### src/rtl/cca_pkg.sv
// Shared constants and types of the counter array capture/compare logic
package cca_pkg;

  // ==========================================================================
  // Sizes
  // ==========================================================================
  localparam int NUM_MOD = 3;   // Number of capture/compare modules
  localparam int BYTE_W  = 8;   // Width of one compare byte
  localparam int CNT_W   = 16;  // Width of the shared counter
  localparam int MODE_W  = 8;   // Width of a module mode register

  // ==========================================================================
  // Mode register field positions
  // ==========================================================================
  localparam int BIT_WIDE_PWM  = 7;  // Wide PWM select
  localparam int BIT_CMP_EN    = 6;  // Compare enable
  localparam int BIT_CAP_RISE  = 5;  // Capture on rising edge
  localparam int BIT_CAP_FALL  = 4;  // Capture on falling edge
  localparam int BIT_MATCH_EN  = 3;  // Match flag enable
  localparam int BIT_TOGGLE_EN = 2;  // Toggle enable
  localparam int BIT_PULSE_MOD = 1;  // Pulse modulation enable
  localparam int BIT_FLAG_IRQ  = 0;  // Flag interrupt enable

  // ==========================================================================
  // Reset values, wrap limits and counter step
  // ==========================================================================
  localparam logic [MODE_W-1:0] MODE_RST = 8'h00;   // Mode register reset
  localparam logic [BYTE_W-1:0] BYTE_RST = 8'h00;   // Compare byte reset
  localparam logic [CNT_W-1:0]  CNT_RST  = 16'h0000; // Counter reset
  localparam logic [BYTE_W-1:0] BYTE_MAX = 8'hFF;   // Low byte before wrap
  localparam logic [CNT_W-1:0]  CNT_MAX  = 16'hFFFF; // Counter before wrap
  localparam logic [CNT_W-1:0]  CNT_ONE  = 16'h0001; // Counter step

  // ==========================================================================
  // Operating modes
  // ==========================================================================
  typedef enum logic [2:0] {
    CCA_IDLE,
    CCA_CAPTURE,
    CCA_SW_TIMER,
    CCA_HS_OUT,
    CCA_FREQ_OUT,
    CCA_PWM8,
    CCA_WIDE_PWM_SELECT
  } cca_mode_t;

  // Decode a mode register into its operating mode
  function automatic cca_mode_t cca_decode(input logic [MODE_W-1:0] m);
    logic cap;
    cap = m[BIT_CAP_RISE] | m[BIT_CAP_FALL];
    if (cap)
    begin
      if (!m[BIT_MATCH_EN] && !m[BIT_TOGGLE_EN] && !m[BIT_PULSE_MOD])
        return CCA_CAPTURE;
      return CCA_IDLE;
    end
    if (m[BIT_PULSE_MOD] && m[BIT_TOGGLE_EN])
      return m[BIT_CMP_EN] ? CCA_FREQ_OUT : CCA_IDLE;
    if (m[BIT_PULSE_MOD])
      return m[BIT_WIDE_PWM] ? CCA_WIDE_PWM_SELECT : CCA_PWM8;
    if (m[BIT_CMP_EN] && m[BIT_MATCH_EN])
      return m[BIT_TOGGLE_EN] ? CCA_HS_OUT : CCA_SW_TIMER;
    return CCA_IDLE;
  endfunction

endpackage

### src/rtl/cca_edge.sv
// Pin edge detector that selects the capture edges of one module
module cca_edge
  import cca_pkg::*;
(
  input  wire logic core_clk_i,   // System clock
  input  wire logic resetn_i,     // Asynchronous reset, active low
  input  wire logic pin_i,        // Module pin level
  input  wire logic rise_en_i,    // Capture on rising edge
  input  wire logic fall_en_i,    // Capture on falling edge
  input  wire logic armed_i,      // Module is in capture mode
  output logic      capture_o     // One-cycle capture request
);

  logic prev;   // Pin level one cycle ago
  wire  rise;   // Rising edge seen
  wire  fall;   // Falling edge seen

  // ==========================================================================
  // Edge detection
  // ==========================================================================
  // Remember the previous pin level
  always_ff @(posedge core_clk_i or negedge resetn_i)
  begin
    if (!resetn_i)
      prev <= 1'b0;
    else
      prev <= pin_i;
  end

  assign rise = pin_i & ~prev;
  assign fall = ~pin_i & prev;

  // Both enables give capture on any transition
  assign capture_o = armed_i & ((rise_en_i & rise) | (fall_en_i & fall));

endmodule

### src/rtl/cca_top.sv
// Counter array with capture/compare modules sharing one 16-bit counter
// Behaviour
// - Each module picks one of six modes
// - Capture on rising, falling or any edge
// - High-speed output: compare, match, toggle enabled
// - High-speed output toggles pin on 16-bit match
// - Wide select picks 8-bit or 16-bit PWM
// - Flag interrupts need the module enable bit
// - Interrupts need global and array enables
// - Low write clears, high write sets compare
// - 8-bit PWM sets pin on low match
// - 8-bit PWM clears pin on low overflow unless high is zero
// - In 8-bit PWM, low byte reloads from high on wrap
// - Duty equals 256 minus high, over 256
// - Compare disabled in 8-bit PWM gives low
module cca_top
  import cca_pkg::*;
(
  input  wire logic                  core_clk_i,          // System clock, 10 MHz
  input  wire logic                  resetn_i,            // Asynchronous reset, active low
  input  wire logic                  counter_run_i,       // Shared counter counts when high
  input  wire logic [NUM_MOD-1:0]    mode_wr_i,           // Mode register write strobes
  input  wire logic [NUM_MOD-1:0]    cmp_low_wr_i,        // Compare low byte write strobes
  input  wire logic [NUM_MOD-1:0]    cmp_high_wr_i,       // Compare high byte write strobes
  input  wire logic [BYTE_W-1:0]     wdata_i,             // Write data for all strobes
  input  wire logic [NUM_MOD-1:0]    flag_clr_i,          // Event flag clear strobes
  input  wire logic                  global_irq_enable_i, // Global interrupt enable
  input  wire logic                  array_irq_enable_i,  // Counter array interrupt enable
  input  wire logic [NUM_MOD-1:0]    module_io_pin_i,     // Pin levels seen at the pins
  output logic [NUM_MOD-1:0]         module_io_pin_o,     // Pin drive levels
  output logic [NUM_MOD-1:0]         module_io_pin_oe_n_o, // Pin drive enables, low drives
  output logic [NUM_MOD*MODE_W-1:0]  module_mode_reg_o,   // Mode registers, module 0 lowest
  output logic [NUM_MOD*BYTE_W-1:0]  compare_low_byte_o,  // Compare low bytes
  output logic [NUM_MOD*BYTE_W-1:0]  compare_high_byte_o, // Compare high bytes
  output logic [NUM_MOD-1:0]         module_event_flag_o, // Event flags
  output logic [CNT_W-1:0]           counter_o,           // Shared counter value
  output logic                       irq_o                // Interrupt request
);

  // ==========================================================================
  // Storage
  // ==========================================================================
  logic [CNT_W-1:0]  counter;                  // Shared free-running counter
  logic [MODE_W-1:0] mode_reg  [NUM_MOD];      // Module mode registers
  logic [BYTE_W-1:0] cmp_low   [NUM_MOD];      // Compare low bytes
  logic [BYTE_W-1:0] cmp_high  [NUM_MOD];      // Compare high bytes
  logic [NUM_MOD-1:0] event_flag;              // Module event flags
  logic [NUM_MOD-1:0] pin_level;               // Pin drive levels
  logic [NUM_MOD-1:0] pin_oe_n;                // Pin drive enables
  logic              irq;                      // Registered interrupt request

  // ==========================================================================
  // Shared counter
  // ==========================================================================
  wire               tick;                     // Counter advances this cycle
  wire               low_wrap;                 // Low byte wraps 0xFF to 0x00
  wire               full_wrap;                // Counter wraps to zero
  wire [NUM_MOD-1:0] flag_irq;                 // Enabled pending flags
  wire [CNT_W-1:0]   next_count;               // Counter value after this tick

  assign tick       = counter_run_i;
  assign next_count = counter + CNT_ONE;
  assign low_wrap  = tick & (counter[BYTE_W-1:0] == BYTE_MAX);
  assign full_wrap = tick & (counter == CNT_MAX);

  // Count the timebase while running
  always_ff @(posedge core_clk_i or negedge resetn_i)
  begin
    if (!resetn_i)
      counter <= CNT_RST;
    else if (tick)
      counter <= next_count;
  end

  // ==========================================================================
  // Capture/compare modules
  // ==========================================================================
  generate
    for (genvar i = 0; i < NUM_MOD; i++)
    begin : g_mod
      cca_mode_t         mode;                 // Decoded operating mode
      wire               cmp_en;               // Compare enable bit
      wire               match16;              // Counter equals 16-bit compare
      wire               match8;               // Low byte equals compare low
      wire               capture;              // Selected capture edge
      wire               hit;                  // Event that sets the flag
      wire               pin_set;              // Drive pin high
      wire               pin_clr;              // Drive pin low
      wire               pin_tog;              // Invert pin
      wire               reload;               // Low byte takes high byte
      wire               pwm8_enter;           // Low byte steps onto the duty byte
      wire [MODE_W-1:0]  next_mode;            // Mode with compare enable effects
      wire [BYTE_W-1:0]  next_low;             // Next compare low byte
      wire [BYTE_W-1:0]  next_high;            // Next compare high byte
      wire               next_pin;             // Next pin level

      assign mode    = cca_decode(mode_reg[i]);
      assign cmp_en  = mode_reg[i][BIT_CMP_EN];
      assign match16 = cmp_en & tick & (counter == {cmp_high[i], cmp_low[i]});
      assign match8  = cmp_en & tick & (counter[BYTE_W-1:0] == cmp_low[i]);

      // Edge selection for capture mode
      cca_edge u_edge (
        .core_clk_i (core_clk_i),
        .resetn_i   (resetn_i),
        .pin_i      (module_io_pin_i[i]),
        .rise_en_i  (mode_reg[i][BIT_CAP_RISE]),
        .fall_en_i  (mode_reg[i][BIT_CAP_FALL]),
        .armed_i    (mode == CCA_CAPTURE),
        .capture_o  (capture)
      );

      // Flag sources per mode
      assign hit = capture
                 | ((mode == CCA_SW_TIMER) & match16)
                 | ((mode == CCA_HS_OUT) & match16)
                 | ((mode == CCA_PWM8) & mode_reg[i][BIT_MATCH_EN] & match8)
                 | ((mode == CCA_WIDE_PWM_SELECT) & mode_reg[i][BIT_MATCH_EN] & match16);

      // PWM8 sets as the low byte reaches its duty byte, so the pin is high
      // for 256 minus duty counts; a zero duty byte holds it through the wrap
      assign pwm8_enter = cmp_en & tick &
                          (next_count[BYTE_W-1:0] == (low_wrap ? cmp_high[i] : cmp_low[i]));

      // Pin actions; PWM8 clears on low wrap unless the new duty byte sets it
      assign pin_tog = ((mode == CCA_HS_OUT) & match16)
                     | ((mode == CCA_FREQ_OUT) & match8);
      assign pin_set = ((mode == CCA_PWM8) & pwm8_enter)
                     | ((mode == CCA_WIDE_PWM_SELECT) & match16);
      assign pin_clr = ((mode == CCA_PWM8) & (~cmp_en | (low_wrap & ~pwm8_enter)))
                     | ((mode == CCA_WIDE_PWM_SELECT) & (full_wrap | ~cmp_en));
      assign next_pin = pin_clr ? 1'b0 :
                        pin_set ? 1'b1 :
                        pin_tog ? ~pin_level[i] : pin_level[i];

      // Automatic reload of the duty byte in 8-bit PWM
      assign reload = (mode == CCA_PWM8) & low_wrap;

      // Software writes win over hardware updates of the compare bytes
      assign next_low  = cmp_low_wr_i[i]  ? wdata_i :
                         capture          ? counter[BYTE_W-1:0] :
                         reload           ? cmp_high[i] :
                         ((mode == CCA_FREQ_OUT) & match8) ? cmp_low[i] + cmp_high[i] :
                         cmp_low[i];
      assign next_high = cmp_high_wr_i[i] ? wdata_i :
                         capture          ? counter[CNT_W-1:BYTE_W] :
                         cmp_high[i];

      // Compare byte writes steer compare enable; high write wins when both
      assign next_mode = cmp_high_wr_i[i] ? (mode_reg[i] |  (MODE_W'(1) << BIT_CMP_EN)) :
                         cmp_low_wr_i[i]  ? (mode_reg[i] & ~(MODE_W'(1) << BIT_CMP_EN)) :
                         mode_wr_i[i]     ? wdata_i : mode_reg[i];

      // Mode and compare registers
      always_ff @(posedge core_clk_i or negedge resetn_i)
      begin
        if (!resetn_i)
        begin
          mode_reg[i] <= MODE_RST;
          cmp_low[i]  <= BYTE_RST;
          cmp_high[i] <= BYTE_RST;
        end
        else
        begin
          mode_reg[i] <= next_mode;
          cmp_low[i]  <= next_low;
          cmp_high[i] <= next_high;
        end
      end

      // Event flag; a set in the clear cycle wins
      always_ff @(posedge core_clk_i or negedge resetn_i)
      begin
        if (!resetn_i)
          event_flag[i] <= 1'b0;
        else if (hit)
          event_flag[i] <= 1'b1;
        else if (flag_clr_i[i])
          event_flag[i] <= 1'b0;
      end

      // Pin drive; capture and idle modes leave the pin to the outside
      always_ff @(posedge core_clk_i or negedge resetn_i)
      begin
        if (!resetn_i)
        begin
          pin_level[i] <= 1'b0;
          pin_oe_n[i]  <= 1'b1;
        end
        else
        begin
          pin_level[i] <= next_pin;
          pin_oe_n[i]  <= (mode == CCA_CAPTURE) | (mode == CCA_IDLE);
        end
      end

      assign flag_irq[i] = event_flag[i] & mode_reg[i][BIT_FLAG_IRQ];

      assign module_mode_reg_o[i*MODE_W +: MODE_W]   = mode_reg[i];
      assign compare_low_byte_o[i*BYTE_W +: BYTE_W]  = cmp_low[i];
      assign compare_high_byte_o[i*BYTE_W +: BYTE_W] = cmp_high[i];
    end
  endgenerate

  // ==========================================================================
  // Interrupt request
  // ==========================================================================
  // Recognised only under both the global and the array enables
  always_ff @(posedge core_clk_i or negedge resetn_i)
  begin
    if (!resetn_i)
      irq <= 1'b0;
    else
      irq <= global_irq_enable_i & array_irq_enable_i & (|flag_irq);
  end

  // ==========================================================================
  // Outputs
  // ==========================================================================
  assign module_io_pin_o      = pin_level;
  assign module_io_pin_oe_n_o = pin_oe_n;
  assign module_event_flag_o  = event_flag;
  assign counter_o            = counter;
  assign irq_o                = irq;

endmodule

### config.mk
export PLATFORM = sky130hd
export DESIGN_NAME = cca_top
export DESIGN_NICKNAME = d
export VERILOG_FILES = /design/src/rtl/cca_pkg.sv /design/src/rtl/cca_edge.sv /design/src/rtl/cca_top.sv
export SDC_FILE = /design/constraint.sdc
export NUM_CORES = 1
export LEC_CHECK = 0
export BUFFER_PORTS_ARGS = -buffer_cell sky130_fd_sc_hd__buf_2
export CAP_MARGIN = 20
export CORE_MARGIN = 2
export CORE_UTILIZATION = 52
export CTS_CLUSTER_SIZE = 10
export DETAILED_ROUTE_END_ITERATION = 12
export GPL_TIMING_DRIVEN = 0
export PLACE_DENSITY = 0.83
export RECOVER_POWER = 100
export REMOVE_ABC_BUFFERS = 1
export SETUP_SLACK_MARGIN = 0.05
export SLEW_MARGIN = 20
export SYNTH_ARGS = -nofsm -noshare
export SYNTH_HDL_FRONTEND = slang
export SYNTH_SLANG_ARGS = --single-unit
### constraint.sdc
create_clock -name core_clk_i -period 2.42 [get_ports core_clk_i]
set_clock_uncertainty 0.2 [all_clocks]
set_input_delay 0.484 -clock core_clk_i [delete_from_list [all_inputs] [get_ports core_clk_i]]
set_output_delay 0.484 -clock core_clk_i [all_outputs]
set_load 0.1 [all_outputs]
# Yosys cells after proc, flatten, opt, wreduce, memory -nomap -nowiden
# Cells that the tools add are included.
classes:
  addsub: 4
  eq_ne: 29
  n_mux: 120
  n_bitwise: 130
  n_reduce_logical: 43
op_table:
  columns: ["operator", "n"]
  rows:
  - ["two-way mux 8 bit", 21]
  - ["two-way mux 3 bit", 33]
  - ["bitwise AND 1 bit", 73]
  - ["two-way mux 7 bit", 9]
  - ["two-way mux 1 bit", 54]
  - ["== test 16 bit", 3]
  - ["== test 8 bit", 6]
  - ["bitwise OR 1 bit", 36]
  - ["== test 3 bit (second input constant)", 9]
  - ["adder 8 bit", 3]
  - ["NOT 1 bit", 21]
  - ["== test 3 x 2 -> 1 bit (second input constant)", 6]
  - ["nonzero test 3 bit", 6]
  - ["adder 16 x 1 -> 16 bit (second input constant)", 1]
  - ["== test 16 bit (second input constant)", 1]
  - ["logical AND 1 bit", 12]
  - ["nonzero test 2 bit", 6]
  - ["nonzero test 4 bit", 3]
  - ["== test 3 x 1 -> 1 bit (second input constant)", 3]
  - ["zero test 1 bit", 9]
  - ["zero test 3 bit", 3]
  - ["AND reduction 3 bit", 3]
  - ["== test 8 bit (second input constant)", 1]
  - ["two-way mux 2 bit", 3]
  - ["OR reduction 3 bit", 1]
totals:
  reg_bits: 101
  in_bits: 28
  out_inout_bits: 98
  elab_cells: 352

# Longest topological paths before layout
# Gate-level depths: netlist of the first run.
depth:
  word_depth: 21
  mapped_depth: 10

# By module
# A second synthesis of the first run with hierarchy kept.
unflattened:
  cells_unflattened: 850
  hier_area_um2: 7643.6
modules_own_cells:
  columns: ["mod", "n_inst", "cells_per_inst", "area_each_um2", "seq_area_each_um2"]
  rows:
  - ["cca_top", 1, 838, 7504.7, 2456.1]
  - ["cca_edge", 3, 4, 46.3, 25.0]

# Worst setup path after synthesis of the first run
# No wires, ideal clock.
synth_path:
  path_kind: "reg2reg"
  from: "reg counter[0] (netlist: counter_o[0])"
  to: "reg pin_level[2] (netlist: module_io_pin_o[2])"
  t_arrival_ns: 3.085
  slack_ns: -0.944
  stages_incl_launch_ff: 11
  n_path_buf: 2
  synth_period_minus_slack_ns: 3.364
  cell_sequence: "dfrtp_1 > ha_1 > nand4_1 > or2_2 > buf_2 > buf_2 > a21oi_1 > xor2_1 > a311oi_1 > nand4_1 > a21oi_1"
synth_via:
  elab_chain_cells: 11
synth_rtl:
  columns: ["item", "line", "source"]
  rows:
  - ["start: declaration", "cca_top.sv:43", "logic [CNT_W-1:0] counter;"]
  - ["start signal: assignment", "cca_top.sv:72", "counter <= next_count;"]
  - ["branches (longest 11 deep; another with adder 16 x 1 -> 16 bit)", null, null]
  - ["end signal: indexed assignment", "cca_top.sv:192", "pin_level[i] <= next_pin;"]
  - ["end: declaration", "cca_top.sv:48", "logic [NUM_MOD-1:0] pin_level;"]
# Parallel ways; which one is timed is not known.
# A chain may end at the register's enable or synchronous reset.

# Final worst setup path of the first run
layout_path:
  from: "reg counter[0] (netlist: counter_o[0])"
  to: "reg cmp_low (netlist bit compare_low_byte_o[2])"
layout_via:
  elab_chain_cells: 6
layout_rtl:
  columns: ["item", "line", "source"]
  rows:
  - ["== test 8 bit", "cca_top.sv:63", "assign low_wrap = tick & (counter[BYTE_W-1:0] == BYTE_MAX);"]
  - ["bitwise AND 1 bit", "cca_top.sv:63", null]
  - ["bitwise AND 1 bit", "cca_top.sv:137", "assign reload = (mode == CCA_PWM8) & low_wrap;"]
  - ["two-way mux 8 bit", "cca_top.sv:142", "reload ? cmp_high[i] :"]
  - ["two-way mux 8 bit", "cca_top.sv:141", "capture ? counter[BYTE_W-1:0] :"]
  - ["two-way mux 8 bit", "cca_top.sv:140", "assign next_low = cmp_low_wr_i[i] ? wdata_i :"]
  - ["end signal: indexed assignment", "cca_top.sv:166", "cmp_low[i] <= next_low;"]
  - ["end: declaration", "cca_top.sv:45", "logic [BYTE_W-1:0] cmp_low [NUM_MOD];"]
# Parallel ways exist; a longest one is shown, timed or not.

==> results of run 1 <==
-- per-layer routing --
layer / part of all wire / vias to the layer above
li1: - / 3479
met1: 0.34 / 4034
met2: 0.45 / 837
met3: 0.13 / 233
met4: 0.074 / 0
met5: 0 / -
-- worst max-delay path by stage --
stage	end	startpoint	slack, ps
2_1_floorplan	compare_low_byte_o[7]	module_mode_reg_o[1]	-2380
3_3_place_gp	compare_low_byte_o[7]	module_mode_reg_o[1]	-2820
3_5_place_dp	compare_low_byte_o[7]	counter_o[0]	-1230
4_1_cts	compare_low_byte_o[0]	module_mode_reg_o[5]	-120
5_1_grt	compare_low_byte_o[23]	compare_low_byte_o[20]	-440
6_report	compare_low_byte_o[2]	counter_o[0]	-240
-- worst max-delay path, cell delays in order (launching register included) --
cell     delay [ps]
dfrtp_4         520
ha_4            180
nand4_1         130
buf_6           170
nor4_4           60
buf_4           170
or3_4           450
a21oi_4         180
buf_4           170
mux2_2          330
-- sequential cells by signal (all words and copies together), names as in the netlist --
| signal | flops |
|---|---|
| compare_high_byte_o | 24 |
| compare_low_byte_o | 24 |
| module_mode_reg_o | 24 |
| counter_o | 16 |
| g_mod.u_edge.prev | 3 |
| module_event_flag_o | 3 |
| module_io_pin_o | 3 |
| module_io_pin_oe_n_o | 3 |
| irq_o | 1 |
-- power breakdown --
part	total (W)	internal (W)	switching (W)
clock	0.00150	0.000804	0.000698
sequential	0.00266	0.00202	0.000647
combinational	0.00668	0.00222	0.00446
-- cell usage in the layout, fill, tap and decap left out, types with 13 or more instances in the layout --
cell type  instances
inv_1             31
a21oi_1           26
buf_4             94
mux2i_1           53
nand2_1           80
xnor2_1           65
buf_6             24
nand3_1           15
nand4_1           26
o21ai_0           50
dfrtp_1           55
dfrtp_2           39
xor2_1            28
buf_2            120
mux2_2            24
nor3_1            14
nor2_1            53
o21ai_1           13
-- through the flow --
step	setup WS (ps)	instance area, um2	TNS, ps	cells
after floorplan	-2380	7360	-60940	808
after global placement	-2820	8210	-108440	1117
after detailed placement	-1230	8290	-26490	1121
after CTS	-116	9490	-712	1203
after global routing	-438	10300	-4120	1257
final	-244	10300	-2620	1257
-- cell type report --
class	count	share of cell area
Clock buffer	10	0.0221
Tap cell	184	0.0223
Sequential cell	101	0.251
Inverter	31	0.0112
Multi-Input combinational cell	678	0.523
Timing Repair Buffer	247	0.164
Clock inverter	6	0.00605
-- what timing repair did --
item                                    in CTS  in global routing
hold buffers                                 1                  0
buffers inserted                            63                 55
resized for setup                          110                111
hold endpoints to repair                    21                  0
endpoints found under the setup margin      52                 36
pin swaps                                   40                 52
cloned                                       2                  2
-- cells by family after synthesis --
group / share of synthesized area
muxes: 0.115
AOI/OAI and AO/OA: 0.152
and+or+nand+nor: 0.187
xor gates and xnor gates: 0.119
buffers and inverters: 0.0519
DFF: 0.331
adders and majority gates: 0.0439
==> flow_summary.ini, run 1 <==
[status]
status = finished, violations left
failed_checks = negative setup slack

[die]
ios = 126
start_util = 0.529
die_h_um = 125
die_w_um = 125
die_area_um2 = 15700
rows = 44
core_area_um2 = 14400

[timing]
tightest_slew_ps = 998
holdWs_ps = 62.2
rsz0062_at_grt = true
hold_viol = 0
drv_slew = 0
finalSetupViolCount = 24
min_period_ps = 2660
setup_slack_ps = -244
period_share = 1.10
maxSlewHeadroom = 0.333
fmax_mhz = 375

[power]
p_leak_nw = 4.60
powerDensity_nw_per_um2 = 1050
power_w = 0.0108
vdd_drop_max_mv = 1.06

[worst_setup_path]
r2r_slack_ps = -240
start_kind = flop
worstReg2RegEnd = compare_low_byte_o[2]
ff2ff_path_depth = 9
worst-endpoint-required_ps = 2480
crit_type = flop to flop
crit_path_end_kind = flop
rr_startpoint = counter_o[0]
crit_arrival_ps = 2720
cp_max_fo = 6

[yosys]
syn_area_um2 = 7640
synthTopCellsByArea = dfrtp_1 32%, xnor2_1 8.6%, mux2i_1 7.3%
ys_warn_count = 0
yosysUniqueCellTypes = 63
yosysTopAreaCell = dfrtp_1
yosysMostFrequentCell = dfrtp_1
synth_top_area_share = 0.321
ys_ff_latch = 101
postSynthAreaPerCell_um2 = 8.78
synth_common_cells = 98 x dfrtp_1, 83 x nand2_1, 75 x xnor2_1, 68 x o21ai_0, 60 x nor2_1
synth-seq-area-share = 0.331
ys.flop_type = dfrtp_1
syn_inst = 870
synth-edff-count = 0
async_flop_share = 1.00

[place]
place.gp.congestion = 0.943
dp_hpwl_um = 16700
port_buffers = 125

[drt]
drt_iter0_markers = 1307
viasPerCell = 6.83
final_antenna_net_count = 0
drt_wl_total_um = 31600
vias = 8583
wl_per_cell_um = 25.1
drc_errors = 0
drt-pass1-iter-count = 5

[global_route]
grtUsageMet2 = 0.528
grt_start_max_net_pins = 79
grt_pass1_vias = 7457
grt_pass1_wl_um = 40900
antenna_found_initial = 0
grt_use_met1 = 0.423
grt_use_total = 0.329
grt.busiest_layer = met2
overflow = 0
gr-usage-met3 = 0.0659

[layout]
n_antenna_cell = 0
syn2layout_area_growth_pct = 35.5
final_nets = 1121
register_area_um2 = 2590
finish.utilization = 0.717
drive_gt1_frac = 0.414
nFillCells = 952
multi_input_area_um2 = 5410

[clock_tree]
clock_latency_ps = 370
cts_htree_levels = 3
ctsLongestPathBuffers = 2
cts_tree = yes
cts_made_buffers = 9
clock-sinks = 101
root_buffer = clkbuf_16
clk_pin_slew_ps = 70

[min_path]
hold_start = module_io_pin_i[2]
hp-class = input pin to flop
hold-path-endpoint = g_mod[2].u_edge.prev
holdPathStages = 1

[flow_run]
max-cap-violations = 0
No activity file was read; power rests on OpenSTA's default activity.
==> inputs of run 2 (changes only) <==
- BUFFER_PORTS_ARGS: -buffer_cell sky130_fd_sc_hd__buf_2 -> default
- CORE_UTILIZATION: 52 -> 55
- CTS_BUF_LIST: default -> sky130_fd_sc_hd__clkbuf_8 sky130_fd_sc_hd__clkbuf_16
- DONT_BUFFER_PORTS: default -> 1
- PLACE_DENSITY: 0.83 -> 0.79
==> flow_summary.ini, run 2 (synthesis gave the netlist of run 1 again) <==
[status]
status = finished, violations left
failed_checks = negative hold slack, negative setup slack

[die]
die_area_um2 = 14800
die_w_um = 122
die_h_um = 122
start_util = 0.557
rows = 43
ios = 126
core_area_um2 = 13700

[layout]
syn2layout_area_growth_pct = 27.9
final_common_cell = nand2_1
layout_common_cells = 76 x nand2_1, 73 x xnor2_1, 56 x dfrtp_4
drive_gt1_frac = 0.344
final_nets = 963
n_antenna_cell = 0
finish.utilization = 0.712
fin_cells = 1095

[drt]
viasPerCell = 6.92
final_antenna_net_count = 0
wl_per_cell_um = 26.3
drc_errors = 0
drt_iter0_markers = 997
drt_wl_total_um = 28800
vias = 7575
drt-pass1-iter-count = 6

[timing]
finalSetupViolCount = 38
drv_slew = 0
rsz0062_at_grt = true
maxSlewHeadroom = 0.257
setup_slack_ps = -515
period_share = 1.21
tightest_slew_ps = 1110
fmax_mhz = 341
hold_viol = 105
min_period_ps = 2940
holdWs_ps = -392

[global_route]
antenna_found_initial = 0
overflow = 0
grt_pass1_wl_um = 40000
grt_use_total = 0.354
grt_start_max_net_pins = 102
grt_pass1_vias = 7224

[power]
p_comb_frac = 0.367
internal_power_w = 0.00480
sw_frac_of_total = 0.530
p_sw_w = 0.00542
powerDensity_nw_per_um2 = 1050
vdd_drop_max_mv = 0.716
p_clk_frac = 0.158
seqPwrFrac = 0.475
p_leak_nw = 3.86

[clock_tree]
root_buffer = clkbuf_16
clk_pin_slew_ps = 70
clock-sinks = 101
cts_made_buffers = 9
cts_tree = yes
clock_latency_ps = 370
ctsLongestPathBuffers = 2
cts_htree_levels = 3

[worst_setup_path]
crit_path_end_kind = flop
worst-endpoint-required_ps = 2480
cp_max_fo = 7
crit_arrival_ps = 2990
worstReg2RegEnd = compare_low_byte_o[7]
start_kind = flop
rr_startpoint = counter_o[0]
ff2ff_path_depth = 7
r2r_slack_ps = -520
crit_type = flop to flop

[place]
dp_hpwl_um = 16300
port_buffers = 0
place.gp.congestion = 0.930
place_ws_ps = -1460
post-place-cells = 994

[flow_run]
max-cap-violations = 0

[min_path]
hp-class = input pin to asynchronous set/reset pin
-- run 2: changes by cell type in the layout (fill, tap and decap cells not counted), moves of 14 or more --
cell,before,now
dfrtp_2,39,25
o21ai_1,13,33
buf_4,94,40
buf_2,120,1
dfrtp_1,55,17
o21ai_0,50,31
dfrtp_4,4,56
-- run 2: repair_timing --
action                                  in CTS  in global routing
gates resized for setup                    209                118
pin swaps                                   42                 34
gates cloned                                 2                  3
endpoints found under the setup margin      61                 52
hold buffers                                 3                  3
buffers inserted                            42                 32
endpoints found under the hold margin      104                106
-- run 2: worst max-delay path, cell delays in order, from the launching register on --
cell	delay [ps]
dfrtp_4	720
ha_4	240
nand4_1	160
or2_2	450
nor3_4	300
nor3_1	90
or3b_1	420
o31a_1	240
-- run 2: per-stage QoR --
stage	cell area, um2	setup TNS (ps)	hold WS [ps]	power (W)
3_5_place_dp	7720	-46240	-8.41	0.00739
5_1_grt	9770	-14040	-396	0.0105
4_1_cts	9070	-8530	-389	0.00957
3_3_place_gp	7580	-103200	-6.50	0.00717
6_report	9770	-11400	-392	0.0102
2_1_floorplan	7360	-60940	-11.6	0.00655
-- run 2: power by group through the flow --
stage	sequential [W]	clock, W	combinational, W
6_report	0.00485	0.00162	0.00375
3_3_place_gp	0.00482	0	0.00236
4_1_cts	0.00477	0.00161	0.00319
5_1_grt	0.00488	0.00167	0.00399
3_5_place_dp	0.00465	0	0.00274
2_1_floorplan	0.00452	0	0.00203
-- run 2: final cells by class --
cell class | instances | area [um2]
clock inverter | 6 | 86.3
inverter | 31 | 116
sequential | 101 | 2770
clock buffer | 10 | 239
timing repair buffer | 88 | 901
multi-input combinational | 679 | 5430
fill | 910 | 3950
tap | 180 | 225
-- run 2: how the worst max path moves through the flow --
stage	endpoint	cells past startpoint	slack, ps	from
after CTS	compare_low_byte_o[7]	8	-450	module_mode_reg_o[5]
after detailed placement	compare_low_byte_o[7]	7	-1460	counter_o[0]
final	compare_low_byte_o[7]	7	-520	counter_o[0]
after global placement	compare_low_byte_o[7]	7	-3410	module_mode_reg_o[1]
after floorplan	compare_low_byte_o[7]	7	-2380	module_mode_reg_o[1]
after global routing	compare_low_byte_o[17]	11	-570	counter_o[0]
-- run 2: layer usage --
layer	GRT usage	routed length, um	vias to the layer above
met5	0	0	-
met4	0.197	1780	0
met3	0.126	3580	156
met2	0.555	13500	593
met1	0.422	9940	3652
li1	-	-	3174
